$ cat src/pkg/ufer_regs.svh
// Purpose: Constants for the USB function error and reset-state block.
// Assumes: Byte-wide registers, one clock, active-low asynchronous reset.
// Notes: Reset values and field positions are kept here as macros.
`ifndef UFER_REGS_SVH
`define UFER_REGS_SVH
// Value taken by cleared control and status registers.
`define UFER_CLR_VAL 8'h00
// Value taken by the interrupt-clear registers after a CPU reset.
`define UFER_ICLR_RST 8'hff
// Bit position of the configured flag in the mode status register.
`define UFER_CONFIGURED_FLAG_BIT 2
// Number of endpoint halt flags (endpoints 0, 1, 2 and 7).
`define UFER_NUM_HALT 4
// Halt flag index that stands for endpoint 7.
`define UFER_HALT_EP7 2'h3
// Depth and pointer width of the endpoint receive buffer.
`define UFER_BUF_DEPTH 64
`define UFER_PTR_W 7
// Descriptor store size in bytes.
`define UFER_DSC_DEPTH 256
`endif

$ cat src/pkg/ufer_pkg.sv
// Purpose: Types for the USB function error and reset-state block.
// Assumes: Used together with ufer_regs.svh.
// Notes: Holds only types; numbers live in the header.
package ufer_pkg;
    // Transfer stage of the current endpoint-zero transaction.
    typedef enum logic [1:0] {
        UFER_STG_SETUP = 2'h0,
        UFER_STG_DATA = 2'h1,
        UFER_STG_STATUS = 2'h3
    } ufer_stage_type;
    // Handshake chosen for a received data packet.
    typedef enum logic [1:0] {
        UFER_HS_NONE = 2'h0,
        UFER_HS_ACK = 2'h1,
        UFER_HS_STALL = 2'h3
    } ufer_hs_type;
    // Transaction state, one bit changing per step from IDLE to DATA to HS; HS back to IDLE changes both.
    typedef enum logic [1:0] {
        UFER_ST_IDLE = 2'h0,
        UFER_ST_DATA = 2'h1,
        UFER_ST_HS = 2'h3
    } ufer_state_type;
endpackage : ufer_pkg

$ cat src/hw/ufer_dsc_mem.sv
// Purpose: Descriptor store memory with registered read data.
// Assumes: One write and one read port on the core clock.
// Notes: Contents are never cleared by any reset.
`timescale 1ns/1ps
`include "ufer_regs.svh"
module ufer_dsc_mem
    import ufer_pkg::*;
(
    // Clock.
    input wire logic core_clk_i,
    // Write port.
    input wire logic wr_en_i,
    input wire logic [7:0] wr_addr_i,
    input wire logic [7:0] wr_data_i,
    // Read port.
    input wire logic [7:0] rd_addr_i,
    output logic [7:0] rd_data_o
);
    // Storage array; no reset so contents survive both resets.
    logic [7:0] mem_r [`UFER_DSC_DEPTH];

    // Write and registered read, no reset on purpose.
    always_ff @(posedge core_clk_i)
    begin
        if (wr_en_i)
        begin
            mem_r[wr_addr_i] <= wr_data_i;
        end
        rd_data_o <= mem_r[rd_addr_i];
    end
endmodule : ufer_dsc_mem

$ cat src/hw/ufer_core.sv
// Purpose: Error response and reset-state logic of a USB function.
// Assumes: Packet decode is done upstream and presented as one-cycle pulses.
// Notes: Handshake answer is a one-cycle pulse one cycle after packet end.
`timescale 1ns/1ps
`include "ufer_regs.svh"
// Functional notes
// Bad or unsupported token gets no response.
// Bad OUT data ignored; toggle mismatch ACKed, discarded.
// SETUP overrun: no handshake, discard data.
// Data-stage overrun: no handshake, stall request, discard.
// Retry after overrun answered with STALL.
// Status overrun: short ACK, else stall request.
// Bulk overrun: no handshake, set endpoint halt.
// Failed IN handshake keeps data for resend.
// Data-to-status OUT counts as good reception.
// Endpoint validity follows selected alternate setting.
// CPU reset clears, interrupt clear registers to ones; bus reset clears chosen registers.
// Bus reset clears only configured flag bit.
// Reset clears buffer pointers and byte counter; the count clears on CPU reset, bus reset keeps it.
// Descriptor stores kept; writes need NAK-all.
// Firmware lays endpoint descriptors as seven bytes.
// Firmware lays interface descriptors as nine bytes.
module ufer_core
    import ufer_pkg::*;
(
    // Clock and reset.
    input wire logic core_clk_i,
    input wire logic resetn_i,
    input wire logic bus_reset_i,
    // Token decode from the serial engine.
    input wire logic tok_valid_i,
    input wire logic [3:0] tok_ep_i,
    input wire logic tok_dir_in_i,
    input wire logic tok_err_i,
    // Endpoint validity tables per alternate setting and one direction table, indexed by endpoint.
    input wire logic [15:0] ep_valid_alt0_i,
    input wire logic [15:0] ep_valid_alt1_i,
    input wire logic [15:0] ep_dir_in_i,
    // Data packet status.
    input wire logic data_done_i,
    input wire logic data_err_i,
    input wire logic data_crc_err_i,
    input wire logic data_toggle_err_i,
    input wire logic data_overrun_i,
    input wire logic data_short_i,
    input wire logic stage_is_ctrl_i,
    input wire logic [1:0] stage_i,
    input wire logic ep_is_bulk_i,
    input wire logic [1:0] halt_idx_i,
    input wire logic stage_change_i,
    input wire logic rx_byte_i,
    // IN handshake status.
    input wire logic in_hs_done_i,
    input wire logic in_hs_ack_i,
    // Firmware controls.
    input wire logic ep0_nak_all_i,
    input wire logic fifo_clear_i,
    input wire logic stall_clear_i,
    input wire logic dsc_wr_i,
    input wire logic [7:0] dsc_addr_i,
    input wire logic [7:0] dsc_data_i,
    input wire logic alt_set_wr_i,
    input wire logic alt_set_i,
    input wire logic configured_flag_set_i,
    // Answers to the bus side.
    output logic hs_valid_o,
    output logic [1:0] hs_code_o,
    output logic data_keep_o,
    output logic data_discard_o,
    // Status to firmware.
    output logic ep0_stall_request_o,
    output logic [3:0] endpoint_halt_flag_o,
    output logic [7:0] mode_status_reg_o,
    output logic [7:0] alt_setting_status_reg_o,
    output logic [7:0] interrupt_clear_regs_o,
    output logic [6:0] rx_count_o,
    output logic [7:0] dsc_rd_data_o
);
    // Block state in one record, except the descriptor store and its read data register.
    typedef struct packed {
        ufer_state_type st;
        logic [1:0] hs;
        logic hs_v;
        logic keep;
        logic disc;
        logic stall_req;
        logic retry_stall;
        logic [3:0] halt;
        logic [7:0] mode;
        logic [7:0] alt;
        logic [7:0] iclr;
        logic [6:0] cnt;
    } ufer_state_rec_type;

    ufer_state_rec_type s_r;
    ufer_state_rec_type s_nxt;
    logic [7:0] dsc_q;

    // Looks up endpoint validity for the current alternate setting.
    function automatic logic ep_ok(input logic [3:0] ep, input logic alt,
        input logic [15:0] v0, input logic [15:0] v1);
        ep_ok = alt ? v1[ep] : v0[ep];
    endfunction : ep_ok

    // Descriptor store; writes gated by the NAK-all flag.
    // NAK-all write gate
    ufer_dsc_mem u_dsc
    (
        .core_clk_i(core_clk_i),
        .wr_en_i(dsc_wr_i & ep0_nak_all_i),
        .wr_addr_i(dsc_addr_i),
        .wr_data_i(dsc_data_i),
        .rd_addr_i(dsc_addr_i),
        .rd_data_o(dsc_q)
    );

    // Next-state logic for responses and flags.
    always_comb
    begin
        s_nxt = s_r;
        s_nxt.hs_v = 1'b0;
        s_nxt.disc = 1'b0;
        // Stall requests clear by firmware; a new event below wins.
        if (stall_clear_i)
        begin
            s_nxt.stall_req = 1'b0;
            s_nxt.retry_stall = 1'b0;
        end
        if (alt_set_wr_i)
        begin
            s_nxt.alt = {7'h00, alt_set_i};
        end
        if (configured_flag_set_i)
        begin
            s_nxt.mode[`UFER_CONFIGURED_FLAG_BIT] = 1'b1;
        end
        // Byte counter advances per received byte.
        if (rx_byte_i && s_r.cnt != 7'h7f)
        begin
            s_nxt.cnt = s_r.cnt + 7'h01;
        end
        unique case (s_r.st)
            UFER_ST_IDLE:
            begin
                // token screening
                // alt-setting lookup
                if (tok_valid_i && !tok_err_i &&
                    ep_ok(tok_ep_i, s_r.alt[0], ep_valid_alt0_i,
                          ep_valid_alt1_i) &&
                    ep_dir_in_i[tok_ep_i] == tok_dir_in_i)
                begin
                    s_nxt.st = UFER_ST_DATA;
                end
            end
            UFER_ST_DATA:
            begin
                if (in_hs_done_i)
                begin
                    // hold on failure
                    s_nxt.keep = !in_hs_ack_i;
                    s_nxt.st = UFER_ST_IDLE;
                end
                else if (data_done_i)
                begin
                    s_nxt.st = UFER_ST_HS;
                    s_nxt.hs = UFER_HS_NONE;
                    s_nxt.hs_v = 1'b0;
                    // stall the retry
                    if ((s_r.retry_stall && stage_is_ctrl_i) ||
                        (!stage_is_ctrl_i && ep_is_bulk_i &&
                         s_r.halt[halt_idx_i]))
                    begin
                        // Halted bulk endpoints stall their retries too.
                        s_nxt.hs = UFER_HS_STALL;
                        s_nxt.hs_v = 1'b1;
                    end
                    else if (data_err_i)
                    begin
                        // silent on PID faults
                        s_nxt.hs_v = 1'b0;
                    end
                    else if (data_crc_err_i)
                    begin
                        // silent and discard
                        s_nxt.disc = 1'b1;
                    end
                    else if (stage_change_i)
                    begin
                        // accept stage change
                        s_nxt.hs = UFER_HS_ACK;
                        s_nxt.hs_v = 1'b1;
                    end
                    else if (data_toggle_err_i)
                    begin
                        // ACK and discard
                        s_nxt.hs = UFER_HS_ACK;
                        s_nxt.hs_v = 1'b1;
                        s_nxt.disc = 1'b1;
                    end
                    else if (data_overrun_i)
                    begin
                        s_nxt.disc = 1'b1;
                        if (!stage_is_ctrl_i)
                        begin
                            // bulk halt
                            if (ep_is_bulk_i)
                            begin
                                s_nxt.halt[halt_idx_i] = 1'b1;
                            end
                        end
                        else if (stage_i == UFER_STG_DATA)
                        begin
                            // data stage stall
                            s_nxt.stall_req = 1'b1;
                            s_nxt.retry_stall = 1'b1;
                        end
                        else if (stage_i == UFER_STG_STATUS &&
                                 data_short_i)
                        begin
                            // short packet ACK
                            s_nxt.hs = UFER_HS_ACK;
                            s_nxt.hs_v = 1'b1;
                        end
                        else if (stage_i == UFER_STG_STATUS)
                        begin
                            // long packet stall
                            s_nxt.stall_req = 1'b1;
                            s_nxt.retry_stall = 1'b1;
                        end
                        // setup overrun silent, discard only.
                    end
                    else
                    begin
                        s_nxt.hs = UFER_HS_ACK;
                        s_nxt.hs_v = 1'b1;
                    end
                end
            end
            UFER_ST_HS:
            begin
                s_nxt.st = UFER_ST_IDLE;
            end
            default:
            begin
                s_nxt.st = UFER_ST_IDLE;
            end
        endcase
        // buffer pointer clear
        if (fifo_clear_i || s_nxt.disc)
        begin
            s_nxt.cnt = 7'h00;
        end
        // bus reset clears
        if (bus_reset_i)
        begin
            s_nxt.st = UFER_ST_IDLE;
            s_nxt.stall_req = 1'b0;
            s_nxt.retry_stall = 1'b0;
            s_nxt.halt = '0;
            s_nxt.alt = `UFER_CLR_VAL;
            s_nxt.hs_v = 1'b0;
            // configured flag only
            s_nxt.mode[`UFER_CONFIGURED_FLAG_BIT] = 1'b0;
        end
    end

    // State register; CPU reset puts defined values everywhere.
    always_ff @(posedge core_clk_i or negedge resetn_i)
    begin
        if (!resetn_i)
        begin
            s_r <= '0;
            // interrupt clear to ones
            s_r.iclr <= `UFER_ICLR_RST;
        end
        else
        begin
            s_r <= s_nxt;
        end
    end

    // Outputs are registered fields of the state record, plus descriptor read data registered again here.
    always_ff @(posedge core_clk_i or negedge resetn_i)
    begin
        if (!resetn_i)
        begin
            dsc_rd_data_o <= 8'h00;
        end
        else
        begin
            dsc_rd_data_o <= dsc_q;
        end
    end
    assign hs_valid_o = s_r.hs_v;
    assign hs_code_o = s_r.hs;
    assign data_keep_o = s_r.keep;
    assign data_discard_o = s_r.disc;
    assign ep0_stall_request_o = s_r.stall_req;
    assign endpoint_halt_flag_o = s_r.halt;
    assign mode_status_reg_o = s_r.mode;
    assign alt_setting_status_reg_o = s_r.alt;
    assign interrupt_clear_regs_o = s_r.iclr;
    assign rx_count_o = s_r.cnt;

    // retry stall
    AST_RETRY_STALL: assert property (@(posedge core_clk_i)
        disable iff (!resetn_i)
        (s_r.st == UFER_ST_DATA && data_done_i && !in_hs_done_i &&
         s_r.retry_stall && stage_is_ctrl_i && !bus_reset_i)
        |=> (hs_valid_o && hs_code_o == UFER_HS_STALL))
        else $error("retry after overrun not stalled");
    // configured_flag cleared
    AST_BUS_RST_CONFIGURED_FLAG: assert property (@(posedge core_clk_i)
        disable iff (!resetn_i)
        bus_reset_i |=> !mode_status_reg_o[`UFER_CONFIGURED_FLAG_BIT] &&
        mode_status_reg_o[7:3] == $past(mode_status_reg_o[7:3]))
        else $error("bus reset handling of mode status wrong");
    // bus reset clears
    AST_BUS_RST_CLR: assert property (@(posedge core_clk_i)
        disable iff (!resetn_i)
        bus_reset_i |=> alt_setting_status_reg_o == 8'h00 &&
        endpoint_halt_flag_o == 4'h0 && !ep0_stall_request_o)
        else $error("bus reset did not clear registers");
    // bad token
    AST_BAD_TOKEN: assert property (@(posedge core_clk_i)
        disable iff (!resetn_i)
        (s_r.st == UFER_ST_IDLE && tok_valid_i && tok_err_i)
        |=> s_r.st == UFER_ST_IDLE)
        else $error("erroneous token accepted");
    // toggle ack discard
    AST_TOGGLE: assert property (@(posedge core_clk_i)
        disable iff (!resetn_i)
        (s_r.st == UFER_ST_DATA && data_done_i && !in_hs_done_i &&
         !s_r.retry_stall && !data_err_i && !data_crc_err_i &&
         !stage_change_i && data_toggle_err_i && !bus_reset_i &&
         !(!stage_is_ctrl_i && ep_is_bulk_i && s_r.halt[halt_idx_i]))
        |=> hs_valid_o && hs_code_o == UFER_HS_ACK && data_discard_o)
        else $error("toggle mismatch not acked and discarded");
    // data stage stall
    AST_DATA_OVR: assert property (@(posedge core_clk_i)
        disable iff (!resetn_i)
        (s_r.st == UFER_ST_DATA && data_done_i && !in_hs_done_i &&
         !s_r.retry_stall && !data_err_i && !data_crc_err_i &&
         !stage_change_i && !data_toggle_err_i && data_overrun_i &&
         stage_is_ctrl_i && stage_i == UFER_STG_DATA && !bus_reset_i)
        |=> !hs_valid_o && ep0_stall_request_o)
        else $error("data stage overrun not stalled");
    // keep unacked
    AST_IN_KEEP: assert property (@(posedge core_clk_i)
        disable iff (!resetn_i)
        (s_r.st == UFER_ST_DATA && in_hs_done_i && !in_hs_ack_i &&
         !bus_reset_i) |=> data_keep_o)
        else $error("unacked IN data not kept");
    // counter clear
    AST_FIFO_CLR: assert property (@(posedge core_clk_i)
        disable iff (!resetn_i)
        fifo_clear_i |=> rx_count_o == 7'h00)
        else $error("buffer clear left count");
    // halted bulk retry
    AST_BULK_RETRY: assert property (@(posedge core_clk_i)
        disable iff (!resetn_i)
        (s_r.st == UFER_ST_DATA && data_done_i && !in_hs_done_i &&
         !stage_is_ctrl_i && ep_is_bulk_i && s_r.halt[halt_idx_i] &&
         !bus_reset_i) |=> hs_valid_o && hs_code_o == UFER_HS_STALL)
        else $error("retry to halted bulk endpoint not stalled");
endmodule : ufer_core

$ cat config.mk
export PLATFORM = sky130hd
export DESIGN_NAME = ufer_core
export DESIGN_NICKNAME = d
export VERILOG_FILES = /design/src/pkg/ufer_pkg.sv /design/src/hw/ufer_dsc_mem.sv /design/src/hw/ufer_core.sv
export VERILOG_INCLUDE_DIRS = /design/src /design/src/pkg
export SDC_FILE = /design/constraint.sdc
export NUM_CORES = 2
export LEC_CHECK = 0
export ABC_CLOCK_PERIOD_IN_PS = 3100
export CAP_MARGIN = 30
export CORE_ASPECT_RATIO = 1.1
export CORE_MARGIN = 3
export CORE_UTILIZATION = 63
export DETAILED_ROUTE_END_ITERATION = 8
export DONT_BUFFER_PORTS = 1
export PLACE_DENSITY = 0.79
export SLEW_MARGIN = 5
export SYNTH_ARGS = -nofsm -noshare
export SYNTH_HDL_FRONTEND = slang
export SYNTH_SLANG_ARGS = --single-unit
$ cat constraint.sdc
create_clock -name core_clk_i -period 3.1 [get_ports core_clk_i]
set_input_delay 0.775 -clock core_clk_i [delete_from_list [all_inputs] [get_ports core_clk_i]]
set_output_delay 0.775 -clock core_clk_i [all_outputs]
set_load 0.02 [all_outputs]
* After elaboration in Yosys (flattened, before gate mapping) *
Memory sizes are Yosys's and may differ from the RTL's. A register that Yosys moved wholly into a read port is not among the register bits.
Cells that the tools add are included.

storage, ports and cells
  register bits = 37
  memory bits (writable) = 2048
  logic and storage cells = 116
  memories kept = 1

operators by class
  add/sub/neg operators = 1
  $lt $le $gt $ge = 3
  equality and inequality tests = 14
  muxes and demuxes = 56
  bitwise logic cells = 3
  reduce and logical (&&, ||, !) cells = 26

memory list
  name         depth  width  read ports  clocked after Yosys merged registers in  wr ports  RTL line            source
  u_dsc.mem_r  256    8      1           1                                        1         ufer_dsc_mem.sv:20  logic [7:0] mem_r [`UFER_DSC_DEPTH];

operators by type and width
  kind                                                                    count
  7-bit 2-to-1 mux                                                        8
  2-bit 2-to-1 mux                                                        13
  6-bit 2-to-1 mux                                                        3
  1-bit 2-to-1 mux                                                        16
  8-bit 2-to-1 mux                                                        2
  2-bit != test (second input constant)                                   7
  2-bit nonzero test                                                      7
  1-bit binary-select mux with 4-bit select                               3
  3-bit 2-to-1 mux                                                        4
  11-bit AND reduction                                                    1
  1-bit logical AND                                                       9
  9-bit 2-to-1 mux                                                        1
  4-bit 2-to-1 mux                                                        2
  7-bit by 1-bit adder with 7-bit output (second input constant)          1
  7-bit != test (second input constant)                                   1
  4-bit by 5-bit < comparator with 1-bit output (second input constant)   1
  5-bit 2-to-1 mux                                                        1
  2-bit by 1-bit equality test with 1-bit output (second input constant)  2
  4-bit != test (second input constant)                                   1
  4-bit OR                                                                1
  2-bit one-hot mux with 2 select lines                                   1
  2-bit AND reduction                                                     2
  1-bit zero test                                                         3
  2-bit by 3-bit < comparator with 1-bit output (second input constant)   1
  other kinds (11)                                                        12

* Depth between registers and ports, before layout *
  word-level depth = 18
  mapped depth = 12
  depth with buffers taken out = 7

* Modules after synthesis *
Synthesis repeated with hierarchy kept, for this count alone.

unflattened totals
  cells, all modules = 3908
  area, all modules = 81528.2 um^2

modules (own cells, without submodules)
  module        times used  cells each  area each (um^2)  seq. area each (um^2)
  ufer_dsc_mem  1           3733        79556.3           61659.1
  ufer_core     1           175         1971.9            750.7

* Worst setup path before layout *
OpenSTA, ideal clock, no wires.

  kind = input port to flip-flop
  start = in dsc_addr_i[0]
  end = mem u_dsc.mem_r[128][0], enable pin
  library setup time = 370 ps
  data arrival time = 3176 ps
  slack = -446 ps
  cell stages on the path = 12
  buffers on the path = 8
  cells stage by stage = buf_4 -> buf_6 -> buf_4 -> buf_4 -> buf_4 -> buf_4 -> or2_2 -> clkbuf_1 -> nor2_1 -> nand2_1 -> buf_2 -> nor2_1

RTL lines
  element      RTL line            source
  from (decl)  ufer_core.sv:60     input wire logic [7:0] dsc_addr_i,
  to (decl)    ufer_dsc_mem.sv:20

Straight into the memory's write port.

==> impl_metrics.ini <==
[run_status]
outcome = finished with violations
violations = max-slew violations, negative setup slack

[worst_setup_path]
startpoint_type = primary input
path_delay_family = multiplexers
path_buf_inv = 1
cp_max_fo = 534
required_ns = 3.80
rrSetupSlack_ns = 0.36
rr_startpoint = u_dsc.mem_r[197][2]
crit_path_cell_trace = mux4_2, nand2_1, a31oi_1, a2111oi_4, buf_4, nand4_1, or4_1
rr_worst_depth = 6
r2r_end = u_dsc.rd_data_o[2]
crit_path_start = dsc_addr_i[1]
critPathMaxStageDelay_ns = 1.09
cp_slowest_cell = mux4_2
arrival_ns = 4.33
crit_type = in2reg
endpoint_kind = flip-flop

[floorplanning]
die_area_mm2 = 0.133
fp.dieH_um = 382
core_area_mm2 = 0.127
initial_utilization = 0.637
pin_count = 146
row_count = 137
die_w_um = 348

[timing]
tightest_slew_ns = 1.84
finalMaxSlewViolations = 161
final_hold_viol_count = 0
fin_ws_ns = -0.534
setup_tns_ns = -11.20
max_clock_freq_mhz = 275
finalCriticalPeriod_ns = 3.63
slew_headroom = -0.229
rsz0062_at_grt = false
skew_ns = 0.0500
finalCritPeriodShare = 1.17
finalSetupViolCount = 166
whs_ns = 0.0632

[grt]
grt_pass1_wl_um = 297000
overflow = 0
grt_max_degree = 535
antenna_found_initial = 15
grt_pass1_vias = 41200
grt_usage = 0.316

[power_and_ir_drop]
p_leak_nw = 28.7
seq_power_share = 0.549
netSwitchingPower_mw = 11.6
ir_drop_uv = 678
switching_share = 0.204
p_int_mw = 45.2
p_total_mw = 56.7
pwr-share-clk = 0.411
powerDensity_mw_per_mm2 = 616
combinationalPowerShare = 0.040

[cells_and_area]
fillerInstances = 6727
num-nets-final = 4032
final_layout_size_suffix_gt1_frac = 0.331
area_growth_pct = 13.4
postLayoutCellArea_mm2 = 0.0921

[clock_network]
cts_root_buffer = clkbuf_16
cts_inserted_buffers = 192
clock_sinks = 2086
htree_levels = 4
worstSkewPairLatency_ns = 0.87
clockBufferDepth = 3
cts.clk_slew.worst_paths_ns = 0.07
tritoncts = done

[placement]
io_buffers = 0
dp_slack_ns = -0.804
hpwl_um = 114000
dpl_cell_area_mm2 = 0.0855
place_congestion = 0.916

[synthesis]
synth_top_area_frac = 0.758
synth_cell_types = 63
synth_edf_count = 2048
synthFlopType = edfxtp_1
ys_ff_latch = 2086
synth-async-reset-ratio = 0.0144
synth_cells = 3686
syn_avg_cell_area_um2 = 22.0
synth.yosys.seq_area_share = 0.769
yosysWarnings = 0
syn_area_mm2 = 0.0812
netlist.top_cell.by_area = edfxtp_1
synth_area_leaders = edfxtp_1, mux4_2, nor2_1

[worst_hold_path]
holdPathEnd = u_dsc.mem_r[183][2]
hold_class = in2reg
hold_path.startpoint = dsc_data_i[2]
hold_depth = 0

[routing]
drt_drc_violations_left = 0
via_count = 41800
vias_per_cell = 7.26
wl_per_cell_um = 37.0
ant_nets = 0
dr.pass1.iters = 5
drt_iter0_markers = 6135
routed_wl_um = 213000

[job]
maxCapViolCount = 0
==> metrics by stage <==
step           instances  utilization
6_report            5763        0.723
4_1_cts             5742        0.720
3_5_place_dp        5390        0.671
5_1_grt             5759        0.723
3_3_place_gp        5390        0.671
2_1_floorplan       3706            -
==> worst register-to-register path, cell delays in order, from the launching register on <==
cell      delay (ns)
edfxtp_1        0.38
mux4_2          0.47
a22oi_1         0.26
a21oi_1         0.28
or4_1           0.61
a311oi_1        0.47
nand4_1         0.15
==> logic make-up after synthesis <==
family                   Yosys count  synth area share
buffers and inverters            260            0.0176
other                              2         0.0000925
XOR/XNOR                           5          0.000540
AO/OA/AOI/OAI                    199            0.0177
AND/OR/NAND/NOR                  491            0.0267
multiplexers                     642             0.168
flip-flops                      2086             0.769
adder cells (fa/ha/maj)            1          0.000154
==> layout by cell type, fill, tap and decap left out, types with 14 or more instances in the layout <==
cell type / synthesis / routed
nor3_1: 14 / 14
a221oi_1: 15 / 15
a22oi_1: 64 / 64
nand3_1: 33 / 25
clkbuf_1: 99 / 40
nor2_4: 0 / 132
mux4_2: 578 / 578
clkinv_1: 0 / 42
clkinv_2: 0 / 31
a22o_1: 16 / 16
nand2_1: 53 / 47
clkbuf_16: 0 / 207
mux2i_1: 61 / 61
buf_12: 0 / 25
a21oi_1: 40 / 40
buf_4: 61 / 249
bufinv_16: 0 / 15
edfxtp_1: 2048 / 2048
nor2_2: 0 / 55
nor2_1: 301 / 114
nand2b_1: 15 / 14
nor2b_1: 18 / 15
conb_1: 2 / 22
dfrtp_1: 30 / 30
==> repair_timing <==
item,4_1_cts,5_1_grt
pin swaps,0,0
buffers inserted,0,0
gates resized for setup,1,2
setup endpoints to repair,1,1908
hold buffers,4,0
endpoints found under the hold margin,41,0
gates cloned,0,10
==> synth_stat cells, types with 5 or more instances <==
master    instances
or4_1             6
buf_6            17
a211o_1           5
nand2b_1         15
mux2i_1          61
a22o_1           16
or2_2             5
buf_1            24
clkbuf_1         99
nand4_1          13
o22ai_1          11
mux4_2          578
dfrtp_1          30
nand3_1          33
buf_4            61
nor2_1          301
a22oi_1          64
nor3_1           14
dfxtp_1           8
o32ai_1           8
nand2_1          53
a221oi_1         15
nor2b_1          18
edfxtp_1       2048
a21oi_1          40
o21ai_0          10
a211oi_1          7
nor4_1           10
buf_2            52
==> worst max path at each step <==
stage | endpoint | slack, ns | cells after the start
6_report | u_dsc.rd_data_o[3] | -0.53 | 7
4_1_cts | u_dsc.rd_data_o[3] | 0.12 | 7
2_1_floorplan | u_dsc.mem_r[211][0] | -0.14 | 11
3_3_place_gp | u_dsc.rd_data_o[3] | -0.70 | 7
3_5_place_dp | u_dsc.rd_data_o[3] | -0.80 | 7
5_1_grt | u_dsc.rd_data_o[5] | 0.02 | 9
==> metal layers <==
layer | track usage | part of all wire | vias up
met2 | 0.484 | 0.48 | 3436
met3 | 0.0817 | 0.13 | 627
met4 | 0.159 | 0.058 | 12
met1 | 0.430 | 0.34 | 21800
met5 | 0 | 0.00036 | -
li1 | - | - | 16000
==> cell type report <==
type,count,area [µm²],share of cell area
flip-flops and latches,2086,62400,0.678
multi-input cells,1360,18700,0.203
clock buffers,242,5160,0.0560
repair buffers,291,2750,0.0298
well taps,1668,2090,0.0227
clock inverters,106,970,0.0105
diodes,7,17.5,0.000190
inverters,3,16.3,0.000177
==> power groups by stage <==
stage | logic (mW) | clock network, mW | registers [mW]
after global routing | 2.33 | 24.4 | 31.1
after floorplan | 1.61 | 0 | 31.7
after global placement | 1.87 | 0 | 31.7
final | 2.29 | 23.3 | 31.1
after detailed placement | 1.89 | 0 | 31.7
after CTS | 1.94 | 23.4 | 31.1
==> sequential cells by signal, indices dropped and copies added, names as in the netlist <==
register	flops
s_r	3
hs_code_o	2
u_dsc.mem_r	2048
ep0_stall_request_o	1
mode_status_reg_o	1
u_dsc.rd_data_o	8
data_keep_o	1
endpoint_halt_flag_o	4
alt_setting_status_reg_o	1
rx_count_o	7
data_discard_o	1
dsc_rd_data_o	8
hs_valid_o	1
No activity file was read; power rests on OpenSTA's default activity.
